==> config.mk <==
export PLATFORM = sky130hd
export DESIGN_NAME = apo_port
export DESIGN_NICKNAME = d
export VERILOG_FILES = /design/src/common/apo_pkg.sv /design/src/apo_port.sv
export SDC_FILE = /design/constraint.sdc
export NUM_CORES = 1
export LEC_CHECK = 0
export BUFFER_PORTS_ARGS = -buffer_cell sky130_fd_sc_hd__buf_2
export CAP_MARGIN = 30
export CORE_MARGIN = 1
export CORE_UTILIZATION = 35
export DETAILED_ROUTE_END_ITERATION = 12
export GPL_ROUTABILITY_DRIVEN = 0
export PLACE_DENSITY = 0.56
export SLEW_MARGIN = 40
export SYNTH_ARGS = -nofsm -noshare
export SYNTH_HDL_FRONTEND = slang
export SYNTH_SLANG_ARGS = --single-unit
==> constraint.sdc <==
create_clock -name clock_i -period 1.4 [get_ports clock_i]
set_input_delay 0 -clock clock_i [delete_from_list [all_inputs] [get_ports clock_i]]
set_output_delay 0 -clock clock_i [all_outputs]
set_load 0.005 [all_outputs]
==> src/common/apo_pkg.sv <==
// Purpose: shared constants and types of the converter output port
// Assumes: converter clock is the block clock
// Notes:   codes are offset binary, low line is the least significant bit
package apo_pkg;
  localparam int CODE_W        = 12;
  localparam int STAGE_COUNT   = 12;
  localparam int BITS_PER_CLK  = 2;
  localparam int CLK_STAGES    = STAGE_COUNT / BITS_PER_CLK;
  localparam int LATENCY_CLK   = 7;
  localparam int SYNC_DEPTH    = 3;
  localparam int CLK_HZ        = 20_000_000;
  localparam int CLK_MIN_HZ    = 100_000;
  localparam int CLK_MAX_HZ    = 40_000_000;
  localparam int FILL_W        = 3;
  localparam logic [FILL_W-1:0] FILL_DONE  = 3'h7;
  localparam logic [FILL_W-1:0] FILL_RESET = 3'h0;
  localparam logic [CODE_W-1:0] CODE_RESET = 12'h000;
  localparam logic [CODE_W-1:0] CODE_ZERO  = 12'h800;
  localparam int SIGN_BIT      = CODE_W - 1;

  typedef enum logic [0:0] {
    APO_RUN,
    APO_SHUTDOWN
  } apo_state_t;
endpackage

==> src/apo_port.sv <==
// Purpose: digital side of a 12-bit pipelined converter, from sample to parallel code pins
// Assumes: clock_i is the true converter clock; samples arrive as signed step counts
// Notes:   output drive and shutdown pins pass a three-flop filter before use
// Function
// - Code appears seven clocks after sampling
// - Sample taken on true clock rising edge
// - Enable high releases all twelve outputs
// - Shutdown request stops new conversion results
// - Shutdown holds last driven code unchanged
// - Bit zero least significant, bit eleven most
// - Offset binary, 2048 steps per polarity
// - Twelve one-bit stages, uncorrected merge
// - Zero 800, minus one 7ff, minimum 000
`timescale 1ns/10ps
`default_nettype none
module apo_port (
  input  wire logic                        clock_i,
  input  wire logic                        rst_i,
  input  wire logic [apo_pkg::CODE_W-1:0]  analog_sample_i,
  input  wire logic                        output_drive_n_i,
  input  wire logic                        power_off_request_i,
  output logic      [apo_pkg::CODE_W-1:0]  sample_code_bus_o,
  output logic                             sample_code_bus_oe_o,
  output logic                             code_valid_o
);

  // Signed step count to offset binary by flipping the sign
  function automatic logic [apo_pkg::CODE_W-1:0] to_offset(input logic [apo_pkg::CODE_W-1:0] s);
    to_offset = {~s[apo_pkg::SIGN_BIT], s[apo_pkg::SIGN_BIT-1:0]};
  endfunction

  // Two one-bit stages per clock: move the top bits of the residue into the code
  function automatic logic [apo_pkg::CODE_W-1:0] stage_code(input logic [apo_pkg::CODE_W-1:0] code,
                                                            input logic [apo_pkg::CODE_W-1:0] res);
    stage_code = {code[apo_pkg::CODE_W-apo_pkg::BITS_PER_CLK-1:0],
                  res[apo_pkg::CODE_W-1:apo_pkg::CODE_W-apo_pkg::BITS_PER_CLK]};
  endfunction

  logic [apo_pkg::SYNC_DEPTH-1:0]  oe_sync_reg;
  logic [apo_pkg::SYNC_DEPTH-1:0]  oe_sync_next;
  logic [apo_pkg::SYNC_DEPTH-1:0]  pd_sync_reg;
  logic [apo_pkg::SYNC_DEPTH-1:0]  pd_sync_next;
  logic                            oe_n_reg;
  logic                            oe_n_next;
  logic                            pd_reg;
  logic                            pd_next;

  apo_pkg::apo_state_t             state_reg;
  apo_pkg::apo_state_t             state_next;
  logic [apo_pkg::CODE_W-1:0]      sample_reg;
  logic [apo_pkg::CODE_W-1:0]      sample_next;
  logic [apo_pkg::CODE_W-1:0]      res_reg  [apo_pkg::CLK_STAGES];
  logic [apo_pkg::CODE_W-1:0]      res_next [apo_pkg::CLK_STAGES];
  logic [apo_pkg::CODE_W-1:0]      code_reg [apo_pkg::CLK_STAGES];
  logic [apo_pkg::CODE_W-1:0]      code_next[apo_pkg::CLK_STAGES];
  logic [apo_pkg::CODE_W-1:0]      out_reg;
  logic [apo_pkg::CODE_W-1:0]      out_next;
  logic                            drive_reg;
  logic                            drive_next;
  logic                            valid_reg;
  logic                            valid_next;
  logic [apo_pkg::FILL_W-1:0]      fill_reg;
  logic [apo_pkg::FILL_W-1:0]      fill_next;
  logic                            run_now;

  // Enable pin filter: a change counts once the second and third flops agree
  always_comb begin
    oe_sync_next = {oe_sync_reg[apo_pkg::SYNC_DEPTH-2:0], output_drive_n_i};
    oe_n_next    = oe_n_reg;
    if (oe_sync_reg[1] == oe_sync_reg[2]) begin
      oe_n_next = oe_sync_reg[2];
    end
  end

  always_ff @(posedge clock_i) begin
    if (rst_i) begin
      oe_sync_reg <= '1;
      oe_n_reg    <= 1'b1;
    end else begin
      oe_sync_reg <= oe_sync_next;
      oe_n_reg    <= oe_n_next;
    end
  end

  // Shutdown pin filter, same agreement rule
  always_comb begin
    pd_sync_next = {pd_sync_reg[apo_pkg::SYNC_DEPTH-2:0], power_off_request_i};
    pd_next      = pd_reg;
    if (pd_sync_reg[1] == pd_sync_reg[2]) begin
      pd_next = pd_sync_reg[2];
    end
  end

  always_ff @(posedge clock_i) begin
    if (rst_i) begin
      pd_sync_reg <= '0;
      pd_reg      <= 1'b0;
    end else begin
      pd_sync_reg <= pd_sync_next;
      pd_reg      <= pd_next;
    end
  end

  // Shutdown control
  always_comb begin
    state_next = state_reg;
    case (state_reg)
      apo_pkg::APO_RUN: begin
        if (pd_reg) begin
          state_next = apo_pkg::APO_SHUTDOWN;
        end
      end
      apo_pkg::APO_SHUTDOWN: begin
        if (!pd_reg) begin
          state_next = apo_pkg::APO_RUN;
        end
      end
      default: begin
        state_next = apo_pkg::APO_RUN;
      end
    endcase
  end

  always_ff @(posedge clock_i) begin
    if (rst_i) begin
      state_reg <= apo_pkg::APO_RUN;
    end else begin
      state_reg <= state_next;
    end
  end

  // The pipeline advances only while running and no shutdown is pending
  assign run_now = (state_reg == apo_pkg::APO_RUN) && !pd_reg;

  // Conversion pipeline and output latch
  always_comb begin
    sample_next = sample_reg;
    out_next    = out_reg;
    for (int i = 0; i < apo_pkg::CLK_STAGES; i++) begin
      res_next[i]  = res_reg[i];
      code_next[i] = code_reg[i];
    end
    if (run_now) begin
      sample_next = to_offset(analog_sample_i);
      res_next[0]  = sample_reg << apo_pkg::BITS_PER_CLK;
      code_next[0] = stage_code(apo_pkg::CODE_RESET, sample_reg);
      for (int i = 1; i < apo_pkg::CLK_STAGES; i++) begin
        res_next[i]  = res_reg[i-1] << apo_pkg::BITS_PER_CLK;
        code_next[i] = stage_code(code_reg[i-1], res_reg[i-1]);
      end
      out_next = code_reg[apo_pkg::CLK_STAGES-1];
    end
  end

  always_ff @(posedge clock_i) begin
    if (rst_i) begin
      sample_reg <= apo_pkg::CODE_ZERO;
      for (int i = 0; i < apo_pkg::CLK_STAGES; i++) begin
        res_reg[i]  <= apo_pkg::CODE_RESET;
        code_reg[i] <= apo_pkg::CODE_RESET;
      end
      out_reg <= apo_pkg::CODE_RESET;
    end else begin
      sample_reg <= sample_next;
      for (int i = 0; i < apo_pkg::CLK_STAGES; i++) begin
        res_reg[i]  <= res_next[i];
        code_reg[i] <= code_next[i];
      end
      out_reg <= out_next;
    end
  end

  // Refill counter; stale codes stay flagged invalid until fresh samples arrive
  always_comb begin
    fill_next  = apo_pkg::FILL_RESET;
    valid_next = 1'b0;
    if (run_now) begin
      if (fill_reg == apo_pkg::FILL_DONE) begin
        fill_next  = fill_reg;
        valid_next = 1'b1;
      end else begin
        fill_next = fill_reg + 3'h1;
      end
    end
  end

  always_ff @(posedge clock_i) begin
    if (rst_i) begin
      valid_reg <= 1'b0;
      fill_reg  <= apo_pkg::FILL_RESET;
    end else begin
      valid_reg <= valid_next;
      fill_reg  <= fill_next;
    end
  end

  // Output drive flag
  always_comb begin
    drive_next = ~oe_n_reg;
  end

  always_ff @(posedge clock_i) begin
    if (rst_i) begin
      drive_reg <= 1'b0;
    end else begin
      drive_reg <= drive_next;
    end
  end

  assign sample_code_bus_o    = out_reg;
  assign sample_code_bus_oe_o = drive_reg;
  assign code_valid_o         = valid_reg;

endmodule
`default_nettype wire

Word level (Yosys, flattened, before mapping). Memories as Yosys holds them, arrays and structs flattened. Cells that the tools add are included.

Register bits: 38. Latch bits: 0. Memory bits (writable): 144. Bits in read-only memories: 0. Input bits: 16. Output and inout bits: 14. Logic and storage cells: 56. Memories: 2.

Memories: code_reg (depth 6, width 12, read ports 6, clocked after Yosys merged registers in 0, write ports 6, RTL line apo_port.sv:54) `logic [apo_pkg::CODE_W-1:0] code_reg [apo_pkg::CLK_STAGES];`; res_reg (depth 6, width 12, read ports 5, clocked after Yosys merged registers in 0, write ports 6, RTL line apo_port.sv:52) `logic [apo_pkg::CODE_W-1:0] res_reg [apo_pkg::CLK_STAGES];`.

$add $sub $neg: 1. Multipliers: 0. Div/mod/pow operators: 0. $lt $le $gt $ge: 0. Eq/ne operators: 4. Shift operators: 0. Mux-type cells: 19. Bitwise operators: 16. Reductions and logical operators: 4.

Operators with widths (count): 12-bit 2-to-1 mux (12); 72-bit 2-to-1 mux (2); 1-bit OR (12); 1-bit 2-to-1 mux (5); 1-bit inverter (4); 3-bit by 1-bit adder with 3-bit output, second input constant (1); 3-bit == test, second input constant (1); 1-bit == test (2); 2-bit AND reduction (1); 2-bit OR reduction (1); 1-bit logical AND (1); 1-bit logical NOT (1); 1-bit inequality test, second input constant (1).

Logic depth before layout (Yosys ltp).
Depth after elaboration: 5. Depth in mapped cells: 4. Gate-level depth less buffers: 4.

Worst setup path before layout. No wires, ideal clock.

Path kind: register -> register. From: register pd_reg. To: register sample_reg[10] in the netlist's numbering. Library setup time: 0.074 ns. Arrival: 1.084 ns. Data required time: 1.326 ns. Slack: 0.242 ns. Stages on the path, launching flop included: 5. Buffers on the path: 2. Period minus slack after synthesis: 1.158 ns. Path through: dfxtp_1 buf_6 buf_6 or4b_1 o21ai_0.

Word-level cells in the longest chain between the ends: 2.

RTL lines: start: declaration (RTL line apo_port.sv:45) `logic pd_reg;`; start signal: assignment (RTL line apo_port.sv:100) `pd_reg <= pd_next;`; 1-bit logical NOT (RTL line apo_port.sv:133) `assign run_now = (state_reg == apo_pkg::APO_RUN) && !pd_reg;`; 1-bit logical AND (RTL line apo_port.sv:133); end signal: assignment (RTL line apo_port.sv:157) `sample_reg <= apo_pkg::CODE_ZERO;`; end signal: assignment (RTL line apo_port.sv:164) `sample_reg <= sample_next;`; end: declaration (RTL line apo_port.sv:50) `logic [apo_pkg::CODE_W-1:0] sample_reg;`.

No other way between the ends. A chain may end at the register's enable or synchronous reset.

Final worst setup path.
From: register pd_reg. To: register sample_reg[7] in the netlist's numbering.

Same word-level chain as after synthesis.

==> impl_results.md <==
- Via-to-Cell Ratio: between 4 and 5
- Max VDD drop: 0.000700 V
- Placeable Area: between 10000 and 15000 sq um
- Antenna viol nets, final: 0
- Via Count: 2458
- Synthesized area per cell: about 11 sq um
- Worst hold path class: in -> reg
- Hold Path End: sample_reg[3]
- Non-Filler Cell Area, Final: ~4900 sq um
- WP data arrival: 1.56 ns
- IO Port Bufs: 29
- Min cycle time layout: 1.30 ns
- DIE AREA: around 12000 sq um
- Initial antenna violation count: 0
- Share of cells above drive strength 1: 0.154
- Sink Count: 110
- Ports: 30
- Setup Buffers After CTS: 0
- Pwr Total: 0.00634 W
- Mapped cell area: 4140 sq um
- Site Rows: 39
- Total grt overflow: 0
- Die height: about 110 microns
- Area occupied by multi-input gates: 1810 sq um
- Commonest non-fill, non-tap cells in the layout: dfxtp_1, nand2b_1, mux2i_1
- Synth Flop Type: dfxtp_1
- Critical Path Sink Type: register
- Post-CTS resize count: 0
- R2r setup slk: 0.10 ns
- WP buf/inv: 1
- Post-Place Worst Slack: 0.145 ns
- Fillers: 1101
- Maximum clock insertion buffer count: 2
- Clock-pin transition on the worst setup and hold timing paths: 0.07 ns
- Unrepaired setup endpoints after global routing: no
- Worst clock skew: 0.00669 ns
- FFs w/ async S/R, synth: 0
- Total GRT Usage: 0.110
- Drt total wl: 6160 microns
- Hold Crit Start: analog_sample_i[3]
- Crit-path leading delay family: simple AND/OR/NAND/NOR gates
- Area Overhead vs Synth: 17.9%
- CP max FO: 10
- Total CTS buffers: 9
- Slowest cell on the critical path: or4b_1
- Final layout net count: 417
- Startpoint Class: register
- Final period util: 0.926
- Clk root buf: clkbuf_16
- Max_cap viols: 0
- CP Data Required Time: 1.66 ns
- Worst slew margin: 0.674
- TritonCTS clock tree: yes
- Cts hold-fix bufs: 4
- Crit Path Class: reg -> reg
- Placed cell areas: between 4000 and 5000 sq um
- Initial Util: 0.361
- Worst-Margin Slew: 0.488 ns
- Largest net degree at the start of global routing: 36
- Diode count: 0
- Final hold viol count: 0
- Skew-Pair Late Insertion Delay: 0.34 ns
- Final setup margin: 0.103 ns
- Reg-to-Reg Start: pd_reg
- Commonest non-fill, non-tap cell in the layout: dfxtp_1
- Status: finished clean
- Seq/Total Area, Yosys: 0.532
- Synth Register Bits: 110
- Final Non-Filler Cells: 546
- Slowest cell delay on critical path: about 0.53 ns
- Power Density: 1300 nW/um^2
- Lkg Pwr: 2.26 nW
- Synth cell types: 22
- R2R cell count: 3
- Register area: 2200 sq um
- Critical path origin: pd_reg
- Post-synth EDFFs: 0
- Htree depth: 3
- Placed Cells incl. Taps: 526
- Hpwl dp: about 3900 microns
- # DRC: 0
- Worst r2r dst: sample_reg[7]
- First-pass GRT wire length: 11000 microns
- Post-Syn Nets: 386
- Vias in the first global route: 2440
- Die Wd: around 110 microns
- Pins Over Slew Limit: 0
- Hold path cells: 3
- WL/cell: 11.3 microns
- Setup tns final: 0 ns
- CP Cell Sequence: buf_4 > or4b_1 > o21ai_0
- Max reg flops: 42
- Post-Syn Instances: 367
- Yosys warns: 0
- Final setup fails: 0
- Initial DRC Count: 75
- F_max: slightly below 800 MHz
- Pre-Repair DR Iteration Count: 4
## per-layer routing
| layer | global-route usage | vias to the layer above | wire length [microns] |
|---|---|---|---|
| met5 | 0 | - | 0 |
| met4 | 0.0436 | 0 | 76 |
| met3 | 0.0394 | 6 | 235 |
| met2 | 0.161 | 36 | 2460 |
| met1 | 0.147 | 1102 | 3390 |
| li1 | - | 1314 | - |
## Yosys cell counts (all sizes together) (3+ instances only)
master | number | area share
dfxtp | 110 | 0.53
nand2b | 95 | 0.14
mux2i | 85 | 0.21
buf | 14 | 0.020
o21ai | 13 | 0.016
clkbuf | 12 | 0.011
or4b | 12 | 0.029
nor2 | 4 | 0.0054
nor2b | 4 | 0.0060
or2 | 4 | 0.0061
a21oi | 3 | 0.0036
ha | 3 | 0.0091
nor3 | 3 | 0.0036
## tightest hold or removal path: stages
cell     delay [ns]
buf_2          0.10
or4b_1         0.15
o21ai_1        0.05
## power breakdown
group | total [W] | switching (W) | leakage [nW] | internal, W
registers | 0.00322 | 0.0000221 | 0.895 | 0.00320
logic | 0.000231 | 0.000102 | 1.20 | 0.000129
clock network | 0.00288 | 0.00113 | 0.166 | 0.00175
total | 0.00634 | 0.00125 | 2.26 | 0.00508
## kinds of logic (layout without fill, tap and decap cells)
group,Yosys count,after routing,synth area share
simple gates,125,125,0.199
compound gates,17,17,0.0212
fa+ha+maj,3,3,0.00908
mux,85,85,0.206
xor+xnor,1,1,0.00212
flops,110,110,0.532
buf+inv,26,62,0.0309
## how the worst max path moves through the flow
stage | to | slack (ns) | cells after the start
global placement | sample_reg[6] | 0.20 | 3
floorplan | sample_reg[10] | 0.24 | 4
finish | sample_reg[7] | 0.10 | 3
global route | sample_reg[6] | 0.02 | 3
CTS | sample_reg[7] | 0.1 | 3
detailed placement | sample_code_bus_o[5] | 0.15 | 3
## layout make-up
| type | instances | share of cell area |
|---|---|---|
| flip-flops and latches | 110 | 0.451 |
| multi-input cells | 231 | 0.370 |
| repair buffers | 46 | 0.0708 |
| clock buffers | 9 | 0.0462 |
| well taps | 143 | 0.0367 |
| clock inverters | 7 | 0.0246 |
## through the flow
| step | hold slack (ns) | utilization |
|---|---|---|
| global route | 0.0164 | 0.425 |
| detailed placement | 0.190 | 0.392 |
| floorplan | 0.104 | - |
| CTS | 0.0109 | 0.425 |
| global placement | 0.183 | 0.392 |
| finish | 0.0191 | 0.425 |
Power figures use the tool's default switching activity.
